<file path="config.mk">
export PLATFORM = sky130hd
export DESIGN_NAME = sss_slave
export DESIGN_NICKNAME = d
export VERILOG_FILES = /design/src/sss_pkg.sv /design/src/sss_slave.sv /design/src/sss_fifo.sv
export VERILOG_INCLUDE_DIRS = /design/src /design/src/src
export SDC_FILE = /design/constraint.sdc
export NUM_CORES = 1
export LEC_CHECK = 0
export BUFFER_PORTS_ARGS = -buffer_cell sky130_fd_sc_hd__buf_4
export CORE_ASPECT_RATIO = 2
export CORE_MARGIN = 1
export CORE_UTILIZATION = 53
export CTS_CLUSTER_SIZE = 30
export DETAILED_ROUTE_END_ITERATION = 10
export GPL_TIMING_DRIVEN = 0
export HOLD_SLACK_MARGIN = 0.02
export PLACE_DENSITY_LB_ADDON = 0.12
export SYNTH_ARGS = -nofsm -noshare
export SYNTH_HDL_FRONTEND = slang
export SYNTH_SLANG_ARGS = --single-unit
</file>
<file path="constraint.sdc">
create_clock -name core_clk -period 2.7 [get_ports core_clk]
set_input_delay 0.81 -clock core_clk [delete_from_list [all_inputs] [get_ports core_clk]]
set_output_delay 0.81 -clock core_clk [all_outputs]
set_load 0.1 [all_outputs]
</file>
<file path="src/sss_map.svh">
// Constants of the slave-mode serial shifter
`ifndef SSS_MAP_SVH
`define SSS_MAP_SVH

// Bits in one serial byte
`define SSS_BYTE_W 8
// Words held between the shift logic and the data buffer
`define SSS_FIFO_DEPTH 8
// Flip-flops in each pin synchroniser
`define SSS_SYNC_STAGES 2
// Reset value of the data buffer
`define SSS_BUF_RESET 8'h00
// Reset value of the shift register
`define SSS_SHIFT_RESET 8'h00

`endif

</file>
<file path="src/sss_pkg.sv">
// Types shared by the slave-mode serial shifter files
package sss_pkg;

  typedef enum logic [1:0] {
    SSS_OFF  = 2'b00,
    SSS_IDLE = 2'b01,
    SSS_XFER = 2'b10
  } sss_fsm_type;

  // Raw link pins as they arrive from the master
  typedef struct packed {
    logic sck;
    logic sdi;
    logic ss_n;
  } sss_pins_type;

  // Static settings from the rest of the port
  typedef struct packed {
    logic slave_enable;
    logic clock_idle_polarity;
    logic buffer_overwrite_enable;
    logic sleep_mode;
    logic irq_enable;
  } sss_cfg_type;

  // Event strobes from the rest of the port
  typedef struct packed {
    logic buffer_read;
    logic irq_clear;
    logic overflow_clear;
  } sss_ack_type;

endpackage

</file>
<file path="src/sss_slave.sv">
// Slave-mode serial shifter clocked by an external master
// Operation
// RL1: Data shifts out and in step with each clock pulse from the master.
// RL2: The port flag is set when the last bit of a byte is latched.
// RL3: The master must hold the clock at its idle level before enabling.
// RL4: Software can sample the present level of the serial clock input.
// RL5: The expected idle clock level follows the idle polarity setting.
// RL6: Only the master makes the shift clock; this slave never drives it.
// RL7: In sleep the shifter keeps running and byte completion sets the flag.
// RL8: With its interrupt enabled, a byte done in sleep wakes the device.
// RL9: In a chain the slave echoes in a second burst what the first brought.
// RL10: A chain shares one select line and passes data slave to slave.
// RL11: With overwrite enabled, a new byte replaces an unread buffer.
// RL12: Each completed byte is moved from the shift register to the buffer.
// RL13: Without overwrite, an unread buffer is kept and overflow is flagged; here overflow sets only when a completed byte finds the FIFO full.
`timescale 1ns/1ps
`include "sss_map.svh"
module sss_slave
  import sss_pkg::*;
#(
  parameter int BYTE_W     = `SSS_BYTE_W,
  parameter int FIFO_DEPTH = `SSS_FIFO_DEPTH
) (
  input  wire logic              core_clk,
  input  wire logic              nrst,
  input  wire sss_pins_type      pins,
  input  wire sss_cfg_type       cfg,
  input  wire sss_ack_type       ack,
  input  wire logic [BYTE_W-1:0] tx_data,
  input  wire logic              tx_valid,
  output logic                   tx_ready,
  output logic      [BYTE_W-1:0] serial_data_buffer,
  output logic                   buffer_full,
  output logic                   serial_port_irq_flag,
  output logic                   overflow,
  output logic                   wake_request,
  output logic                   sck_level,
  output logic                   sck_idle_ok,
  output logic                   sdo_out,
  output logic                   sdo_oe_n
);

  localparam int CW = $clog2(BYTE_W);
  localparam logic [CW-1:0] LAST_BIT = CW'(BYTE_W - 1);

  generate
    if (BYTE_W < 2) begin : g_chk
      $error("sss_slave: BYTE_W must be at least 2");
    end
  endgenerate

  typedef struct packed {
    logic [2:0]        sck_s;
    logic [1:0]        sdi_s;
    logic [1:0]        ss_s;
    sss_fsm_type       st;
    logic [BYTE_W-1:0] shreg;
    logic [CW-1:0]     bitcnt;
    logic              lat;
    logic              done;
    logic              tx_pend;
    logic [BYTE_W-1:0] tx_hold;
    logic [BYTE_W-1:0] dbuf;
    logic              dbuf_full;
    logic              irq;
    logic              ovf;
  } slave_state_type;

  slave_state_type   s_q;
  slave_state_type   s_d;

  logic              sck_now;
  logic              sck_prev;
  logic              lead_edge;
  logic              trail_edge;
  logic              byte_done;
  logic [BYTE_W-1:0] rx_byte;
  logic              fifo_in_ready;
  logic              fifo_out_valid;
  logic              fifo_out_ready;
  logic [BYTE_W-1:0] fifo_out_data;

  // Stage 0 feeds only stage 1; edges come from stages 1 and 2
  assign sck_now  = s_q.sck_s[1];
  assign sck_prev = s_q.sck_s[2];

  // Idle-to-active edge samples, active-to-idle edge shifts
  assign lead_edge  = (s_q.st == SSS_XFER) &&
                      (sck_now != cfg.clock_idle_polarity) &&
                      (sck_prev == cfg.clock_idle_polarity); // RL5
  assign trail_edge = (s_q.st == SSS_XFER) &&
                      (sck_now == cfg.clock_idle_polarity) &&
                      (sck_prev != cfg.clock_idle_polarity); // RL5

  assign byte_done = lead_edge && (s_q.bitcnt == LAST_BIT);
  assign rx_byte   = {s_q.shreg[BYTE_W-2:0], s_q.sdi_s[1]};

  // Overwrite lets the FIFO drain even into an unread buffer
  assign fifo_out_ready = !s_q.dbuf_full ||
                          cfg.buffer_overwrite_enable ||
                          ack.buffer_read; // RL11

  sss_fifo #(
    .WIDTH (BYTE_W),
    .DEPTH (FIFO_DEPTH)
  ) u_fifo (
    .core_clk  (core_clk),
    .nrst      (nrst),
    .in_valid  (byte_done),
    .in_ready  (fifo_in_ready),
    .in_data   (rx_byte),
    .out_valid (fifo_out_valid),
    .out_ready (fifo_out_ready),
    .out_data  (fifo_out_data)
  );

  always_comb begin
    s_d = s_q;
    s_d.sck_s = {s_q.sck_s[1:0], pins.sck};
    s_d.sdi_s = {s_q.sdi_s[0], pins.sdi};
    s_d.ss_s  = {s_q.ss_s[0], pins.ss_n};

    // Transmit byte waits here until the next byte boundary
    if (tx_valid && !s_q.tx_pend) begin
      s_d.tx_hold = tx_data;
      s_d.tx_pend = 1'b1;
    end

    case (s_q.st)
      SSS_OFF: begin
        s_d.bitcnt = '0;
        if (cfg.slave_enable) begin
          s_d.st = SSS_IDLE; // RL3
        end
      end
      SSS_IDLE: begin
        s_d.bitcnt = '0;
        s_d.done   = 1'b0;
        if (s_q.tx_pend) begin
          s_d.shreg   = s_q.tx_hold;
          s_d.tx_pend = tx_valid;
          s_d.tx_hold = tx_valid ? tx_data : s_q.tx_hold;
        end
        if (!cfg.slave_enable) begin
          s_d.st = SSS_OFF;
        end else if (!s_q.ss_s[1]) begin
          s_d.st = SSS_XFER;
        end
      end
      SSS_XFER: begin
        // Runs on in sleep; only the link pins pace it
        if (lead_edge) begin
          s_d.lat    = s_q.sdi_s[1]; // RL1 RL7
          s_d.bitcnt = byte_done ? '0 : s_q.bitcnt + 1'b1;
          s_d.done   = byte_done;
        end
        if (trail_edge) begin
          // Byte end marker lives until the trailing edge that uses it
          s_d.done = 1'b0;
          if (s_q.done && s_q.tx_pend) begin
            s_d.shreg   = s_q.tx_hold;
            s_d.tx_pend = tx_valid;
            s_d.tx_hold = tx_valid ? tx_data : s_q.tx_hold;
          end else begin
            // Without a new byte the received one goes straight back out
            s_d.shreg = {s_q.shreg[BYTE_W-2:0], s_q.lat}; // RL1 RL9
          end
        end
        // A select release aborts a partial byte
        if (!cfg.slave_enable) begin
          s_d.st = SSS_OFF;
        end else if (s_q.ss_s[1]) begin
          s_d.st = SSS_IDLE;
        end
      end
      default: begin
        s_d.st = SSS_OFF;
      end
    endcase

    // A trailing edge with done clear at bit count zero leaves the shift result unchanged
    if (trail_edge && !s_q.done && s_q.st == SSS_XFER &&
        s_q.bitcnt == '0 && s_q.lat != s_q.shreg[0]) begin
      s_d.shreg = s_d.shreg;
    end

    // Buffer update from the FIFO head
    if (fifo_out_valid && fifo_out_ready) begin
      s_d.dbuf      = fifo_out_data; // RL12 RL11
      s_d.dbuf_full = 1'b1;
    end else if (ack.buffer_read) begin
      s_d.dbuf_full = 1'b0;
    end

    // Flags: a set in the same cycle as a clear wins
    if (ack.irq_clear) begin
      s_d.irq = 1'b0;
    end
    if (byte_done) begin
      s_d.irq = 1'b1; // RL2 RL7
    end
    if (ack.overflow_clear) begin
      s_d.ovf = 1'b0;
    end
    if (byte_done && !fifo_in_ready) begin
      s_d.ovf = 1'b1; // RL13
    end
  end

  always_ff @(posedge core_clk or negedge nrst) begin
    if (!nrst) begin
      s_q       <= '0;
      s_q.shreg <= `SSS_SHIFT_RESET;
      s_q.dbuf  <= `SSS_BUF_RESET;
      s_q.st    <= SSS_OFF;
    end else begin
      s_q <= s_d;
    end
  end

  assign tx_ready             = !s_q.tx_pend;
  assign serial_data_buffer   = s_q.dbuf; // RL12
  assign buffer_full          = s_q.dbuf_full;
  assign serial_port_irq_flag = s_q.irq; // RL2
  assign overflow             = s_q.ovf; // RL13
  assign wake_request = cfg.sleep_mode && cfg.irq_enable && s_q.irq; // RL8
  assign sck_level    = sck_now; // RL4
  assign sck_idle_ok  = (sck_now == cfg.clock_idle_polarity); // RL5
  // The clock pin is only ever an input here
  assign sdo_out  = s_q.shreg[BYTE_W-1]; // RL1 RL6
  assign sdo_oe_n = (s_q.st != SSS_XFER); // RL10

endmodule

</file>
<file path="src/sss_fifo.sv">
// Parameterised FIFO between byte completion and the data buffer
`timescale 1ns/1ps
`include "sss_map.svh"
module sss_fifo
  import sss_pkg::*;
#(
  parameter int WIDTH = `SSS_BYTE_W,
  parameter int DEPTH = `SSS_FIFO_DEPTH
) (
  input  wire logic             core_clk,
  input  wire logic             nrst,
  input  wire logic             in_valid,
  output logic                  in_ready,
  input  wire logic [WIDTH-1:0] in_data,
  output logic                  out_valid,
  input  wire logic             out_ready,
  output logic      [WIDTH-1:0] out_data
);

  localparam int PW = $clog2(DEPTH);

  generate
    if (DEPTH < 2 || (DEPTH & (DEPTH - 1)) != 0 || WIDTH < 1) begin : g_chk
      $error("sss_fifo: DEPTH must be a power of two of at least 2");
    end
  endgenerate

  typedef struct packed {
    logic [PW-1:0] wr;
    logic [PW-1:0] rd;
    logic [PW:0]   cnt;
  } fifo_state_type;

  fifo_state_type   s_q;
  fifo_state_type   s_d;
  logic [WIDTH-1:0] mem_q [DEPTH];
  logic             push;
  logic             pop;

  assign in_ready  = (s_q.cnt != DEPTH[PW:0]);
  assign out_valid = (s_q.cnt != '0);
  assign out_data  = mem_q[s_q.rd];
  assign push      = in_valid && in_ready;
  assign pop       = out_valid && out_ready;

  always_comb begin
    s_d = s_q;
    if (push) begin
      s_d.wr = s_q.wr + 1'b1;
    end
    if (pop) begin
      s_d.rd = s_q.rd + 1'b1;
    end
    // Simultaneous push and pop leaves the count alone
    if (push && !pop) begin
      s_d.cnt = s_q.cnt + 1'b1;
    end else if (pop && !push) begin
      s_d.cnt = s_q.cnt - 1'b1;
    end
  end

  always_ff @(posedge core_clk or negedge nrst) begin
    if (!nrst) begin
      s_q <= '0;
    end else begin
      s_q <= s_d;
    end
  end

  // Storage needs no reset; reads are gated by the count
  always_ff @(posedge core_clk) begin
    if (push) begin
      mem_q[s_q.wr] <= in_data;
    end
  end

endmodule

</file>
Word-level counts from Yosys, hierarchy flattened
Memory sizes are Yosys's and may differ from the RTL's. A register that Yosys moved wholly into a read port is not among the register bits.
Cells that the tools add are included.
{"block": "totals", "register_bits": 44, "ramBits": 64, "word_cells": 103, "mem_count": 1}
{"block": "classes", "addsub": 5, "n_eq_ne": 16, "muxes": 29, "n_reduce_logical": 36}
{"memory": "u_fifo.mem_q", "words": 8, "word_bits": 8, "rd": 1, "rd_ports_with_merged_regs": 1, "wr": 1, "line": "sss_fifo.sv:36", "rtl": "logic [WIDTH-1:0] mem_q [DEPTH];"}
{"operator": "two-way mux 8 bit", "count": 4}
{"operator": "two-way mux 9 bit", "count": 3}
{"operator": "case mux 10 bit (2 select lines)", "count": 1}
{"operator": "case mux 8 bit (2 select lines)", "count": 1}
{"operator": "logical AND 1 bit", "count": 14}
{"operator": "nonzero test 2 bit", "count": 6}
{"operator": "two-way mux 10 bit", "count": 1}
{"operator": "two-way mux 2 bit", "count": 5}
{"operator": "!= test 2 bit (second input constant)", "count": 5}
{"operator": "adder 3 x 1 -> 3 bit (second input constant)", "count": 3}
{"operator": "!= test 3 bit (second input constant)", "count": 3}
{"operator": "two-way mux 1 bit", "count": 8}
{"operator": "two-way mux 4 bit", "count": 2}
{"operator": "logical NOT 1 bit", "count": 6}
{"operator": "case mux 2 bit (3 select lines)", "count": 1}
{"operator": "case mux 3 bit (2 select lines)", "count": 1}
{"operator": "AND reduction 2 bit", "count": 3}
{"operator": "AND reduction 3 bit", "count": 2}
{"operator": "two-way mux 5 bit", "count": 1}
{"operator": "adder 4 x 1 -> 4 bit (second input constant)", "count": 1}
{"operator": "!= test 4 bit (second input constant)", "count": 1}
{"operator": "nonzero test 4 bit", "count": 1}
{"operator": "subtractor 4 x 1 -> 4 bit (second input constant)", "count": 1}
{"operator": "== test 3 bit (second input constant)", "count": 1}
{"operator": "other kinds (8)", "count": 11}

Logic depth before layout (Yosys ltp)
{"block": "logic_depth", "depth_word": 9, "ltp_mapped": 12, "ltp_nobuf": 11}

Modules after synthesis
From an unflattened synthesis, not the netlist that was laid out.
{"block": "hier_totals", "cells_unflattened": 321, "hier_area_um2": 5241.3}
{"mod": "sss_fifo", "n_inst": 1, "cells_each": 155, "area_each_um2": 3111.7}
{"mod": "sss_slave", "n_inst": 1, "cells_each": 166, "area_each_um2": 2129.5}

Least setup slack after synthesis
OpenSTA, ideal clock, no wires.
{"block": "synth_path", "path_kind": "register to output", "from": "register s_q (netlist bit sck_level)", "to": "output sck_idle_ok", "arrival_time_ps": 2538, "required_ps": 1890, "path_slack_ps": -648, "stages_incl_launch_ff": 2, "path_buffers": 0, "path_cell_list": "dfrtp_1 -> xnor2_1"}
{"block": "synth_via", "elab_chain_cells": 1}
{"element": "start: declaration", "line": "sss_slave.sv:69", "rtl": "slave_state_type s_q;"}
{"element": "== test 1 bit", "line": "sss_slave.sv:228", "rtl": "assign sck_idle_ok = (sck_now == cfg.clock_idle_polarity);"}
{"element": "end: declaration", "line": "sss_slave.sv:38", "rtl": "output logic sck_idle_ok,"}
Every way passes these cells.

Worst setup path in the final report
{"block": "layout_path", "from": "register s_q[33] (netlist name)", "to": "register u_fifo.s_q[3] (netlist name)"}
{"block": "layout_via", "elab_chain_cells": 8, "word_cells_on_any_way": 10, "cone_classes": "1 x eq/ne; 1 x mux; 8 x reduce/logical"}
{"element": "== test 2 bit (*)", "line": "sss_slave.sv:88", "rtl": "assign lead_edge = (s_q.st == SSS_XFER) &&"}
{"element": "logical AND 1 bit (*)", "line": "sss_slave.sv:88"}
{"element": "logical AND 1 bit (*)", "line": "sss_slave.sv:89", "rtl": "(sck_now != cfg.clock_idle_polarity) &&"}
{"element": "logical AND 1 bit (*)", "line": "sss_slave.sv:95", "rtl": "assign byte_done = lead_edge && (s_q.bitcnt == LAST_BIT);"}
{"element": "logical AND 1 bit (*)", "line": "sss_fifo.sv:43", "rtl": "assign push = in_valid && in_ready;"}
{"element": "via u_fifo.push", "line": "sss_fifo.sv:37", "rtl": "logic push;"}
{"element": "logical NOT 1 bit", "line": "sss_fifo.sv:57", "rtl": "end else if (pop && !push) begin"}
{"element": "logical AND 1 bit", "line": "sss_fifo.sv:57"}
{"element": "nonzero test 2 bit (no line)"}
{"element": "end signal: assignment", "line": "sss_fifo.sv:64", "rtl": "s_q <= '0;"}
{"element": "end signal: assignment", "line": "sss_fifo.sv:66", "rtl": "s_q <= s_d;"}
{"element": "end: declaration", "line": "sss_fifo.sv:34", "rtl": "fifo_state_type s_q;"}
Mark *: on every way through the listed nets, which the timed path passes. The rest lies on a longest branch.
A chain may end at the register's enable or synchronous reset.

==> results.toml <==
[run_status]
status = "completed"

[routing]
avgRoutedWirePerCell_um = 18.5
wirelength_mm = 9.08
avgViaCountPerCell = 5.58
drtIter0Drc = 106
firstDrtPassIters = 4
vias = 2745
postRouteAntennaNets = 0
drc = 0

[die]
core_region_area_mm2 = 0.00895
initial_utilization = 0.546
die_w_um = 69.9
io_pins = 39
die_area_mm2 = 0.00963
die_height_um = 138
rows = 49

[place]
dp.final_hpwl_mm = 6.38
gp_congestion = 0.756
io_buffer_count = 38
post-place-cells = 457

[synth]
synth-seq-cells = 116
async_flop_share = 0.448
syn_avg_cell_area_um2 = 15.4
syn_area_mm2 = 0.00489
synth_cells = 317
synthFlopType = "edfxtp_1"
synth_edf_count = 64
synth_nets = 351
synth-seq-area-share = 0.660
ys_types = 44
yosysWarningCount = 0

[worst_setup_path]
start_kind = "flop"
crit_family = "compound AO/OA/AOI/OAI gates"
slowest_stage = "dfrtp_1"
r2r-start = "s_q[33]"
worstPathArrival_ns = 2.88
critPathKind = "flop to flop"
cp_num_buf_inv = 3
worstPathRequired_ns = 2.98
cpPeakStageDelay_ns = 0.42
end_kind = "flop"
cp_max_fo = 10
cp-startpoint = "s_q[33]"
cp_common_cell = "inv_2"
path_cells = "inv_2 -> ha_2 -> buf_6 -> o211ai_1 -> a21oi_2 -> ha_4 -> inv_2 -> ha_1 -> a21o_1 -> a21oi_1 -> mux2i_1 -> o31ai_1"

[final_layout]
layout_common_cells = "edfxtp_1, buf_4, dfrtp_1"
finalNonFillerCells = 492
final_util = 0.662
antenna_cells = 0
num-nets-final = 411
final_common_cell = "edfxtp_1"
layout-drive-gt1-share = 0.341
area_growth_pct = 21.3

[clock_network]
htree_levels = 4
clockBufferDepth = 2
tritoncts = "yes"
cts_buffers = 17
worst_skew_pair.late_latency_ns = 0.41
hold_buffers = 0
clkTransAtPathRegs_ns = 0.05
root_buffer = "clkbuf_16"
cts_sinks = 116

[sta]
hold_slack_ns = 0.347
period_share = 0.962
tightest_slew_ns = 0.856
setup_viol = 0
clock_skew_ns = 0.00719
fmax_ghz = 0.385
maxSlewHeadroom = 0.427
slew_violations = 0
min_period_ns = 2.60
hold_violations = 0

[global_routing]
first_global_vias = 2919
antenna_found_initial = 0
track_usage = 0.211
grt_max_degree = 53
grt_pass1_wl_mm = 14.6
grt_overflow = 0

[flow_run]
max_cap_viol_count = 0

[power_and_ir_drop]
peakVddDrop_mv = 0.706
power.density_mw_per_mm2 = 1180
p_leak_nw = 2.33

[hold_path]
holdCritPathClass = "flop to flop"
min-delay-start = "s_d[38]"
[what timing repair did]
action / in CTS / in global routing
hold endpoints to repair: 0 / 0
resized for setup: 4 / 6
buffers inserted: 3 / 1
pin swaps: 1 / 2
endpoints found under the setup margin: 17 / 1
[cells in the mapped netlist (4+ instances only)]
| cell type | n | area, um2 |
|---|---|---|
| edfxtp_1 | 64 | 1920 |
| dfrtp_1 | 52 | 1300 |
| nor2_1 | 26 | 97.6 |
| mux2i_1 | 19 | 190 |
| mux4_2 | 16 | 360 |
| a21oi_1 | 15 | 75.1 |
| a22o_1 | 12 | 105 |
| ha_1 | 11 | 138 |
| inv_1 | 11 | 41.3 |
| o21ai_0 | 11 | 55.1 |
| buf_4 | 10 | 75.1 |
| nand2_1 | 10 | 37.5 |
| xnor2_1 | 7 | 61.3 |
| nor3_1 | 6 | 30.0 |
| mux2_2 | 5 | 56.3 |
| a21oi_2 | 4 | 35.0 |
| clkbuf_1 | 4 | 15.0 |
[layer usage]
metal  vias to the layer above  global-route usage  share of wire
met3                        17              0.0629          0.025
met4                         0               0.100          0.022
met2                        57               0.408           0.60
met1                      1364               0.197           0.35
li1                       1307                   -              -
met5                         -                   0              0
[cell type report]
class	count	area, um2
fillers	653	3020
multi-input cells	171	1560
clock inverters	15	109
inverters	11	41.3
flip-flops and latches	116	3230
plain buffers	18	123
repair buffers	42	315
clock buffers	17	425
well taps	102	128
[registers in the layout, indices dropped and copies added (netlist names)]
| name | cells |
|---|---|
| serial_data_buffer | 8 |
| u_fifo.s_q | 10 |
| serial_port_irq_flag | 1 |
| s_d | 3 |
| buffer_full | 1 |
| u_fifo.mem_q | 64 |
| rx_byte | 8 |
| sdo_out | 1 |
| s_q | 18 |
| sck_level | 1 |
| overflow | 1 |
[worst register-to-register path: stages, from the launching register on]
cell      delay, ns
dfrtp_1        0.42
inv_2          0.09
ha_2           0.19
buf_6          0.14
o211ai_1       0.16
a21oi_2        0.23
ha_4           0.20
inv_2          0.07
ha_1           0.27
a21o_1         0.22
a21oi_1        0.20
mux2i_1        0.21
o31ai_1        0.09
[cells by family after synthesis]
logic type | after synthesis | synth area share
flops | 116 | 0.660
simple gates | 56 | 0.0535
compound gates | 55 | 0.0830
mux | 40 | 0.124
buf+inv | 30 | 0.0330
fa+ha+maj | 12 | 0.0323
xor+xnor | 8 | 0.0143
[power by group]
part           switching (W)  leakage [nW]  internal (W)
Clock               0.000803         0.248       0.00117
Sequential          0.000305          1.20       0.00227
Combinational        0.00150         0.874      0.000940
Total                0.00261          2.33       0.00438
[path summary, 6_finish.rpt]
kind	to	slack, ns	cells past startpoint
max	u_fifo.s_q[3]	0.10	12
min	rx_byte[0]	0.35	0
max reg2reg	u_fifo.s_q[3]	0.10	12
min reg2reg	rx_byte[0]	0.35	0
max in group asynchronous	sck_level	1.73	1
min in group asynchronous	serial_data_buffer[7]	0.44	1
[stage by stage]
step	worst slack, ns	setup TNS (ns)	total power, W	instance area, um2
6_report	0.104	0	0.00699	5930
5_1_grt	-0.0173	-0.0173	0.00736	5930
4_1_cts	0.00645	0	0.00704	5890
3_5_place_dp	-0.421	-7.58	0.00505	5330
3_3_place_gp	-0.368	-5.67	0.00497	5330
2_1_floorplan	0.00264	0	0.00450	4910
No activity file was read; power rests on OpenSTA's default activity.
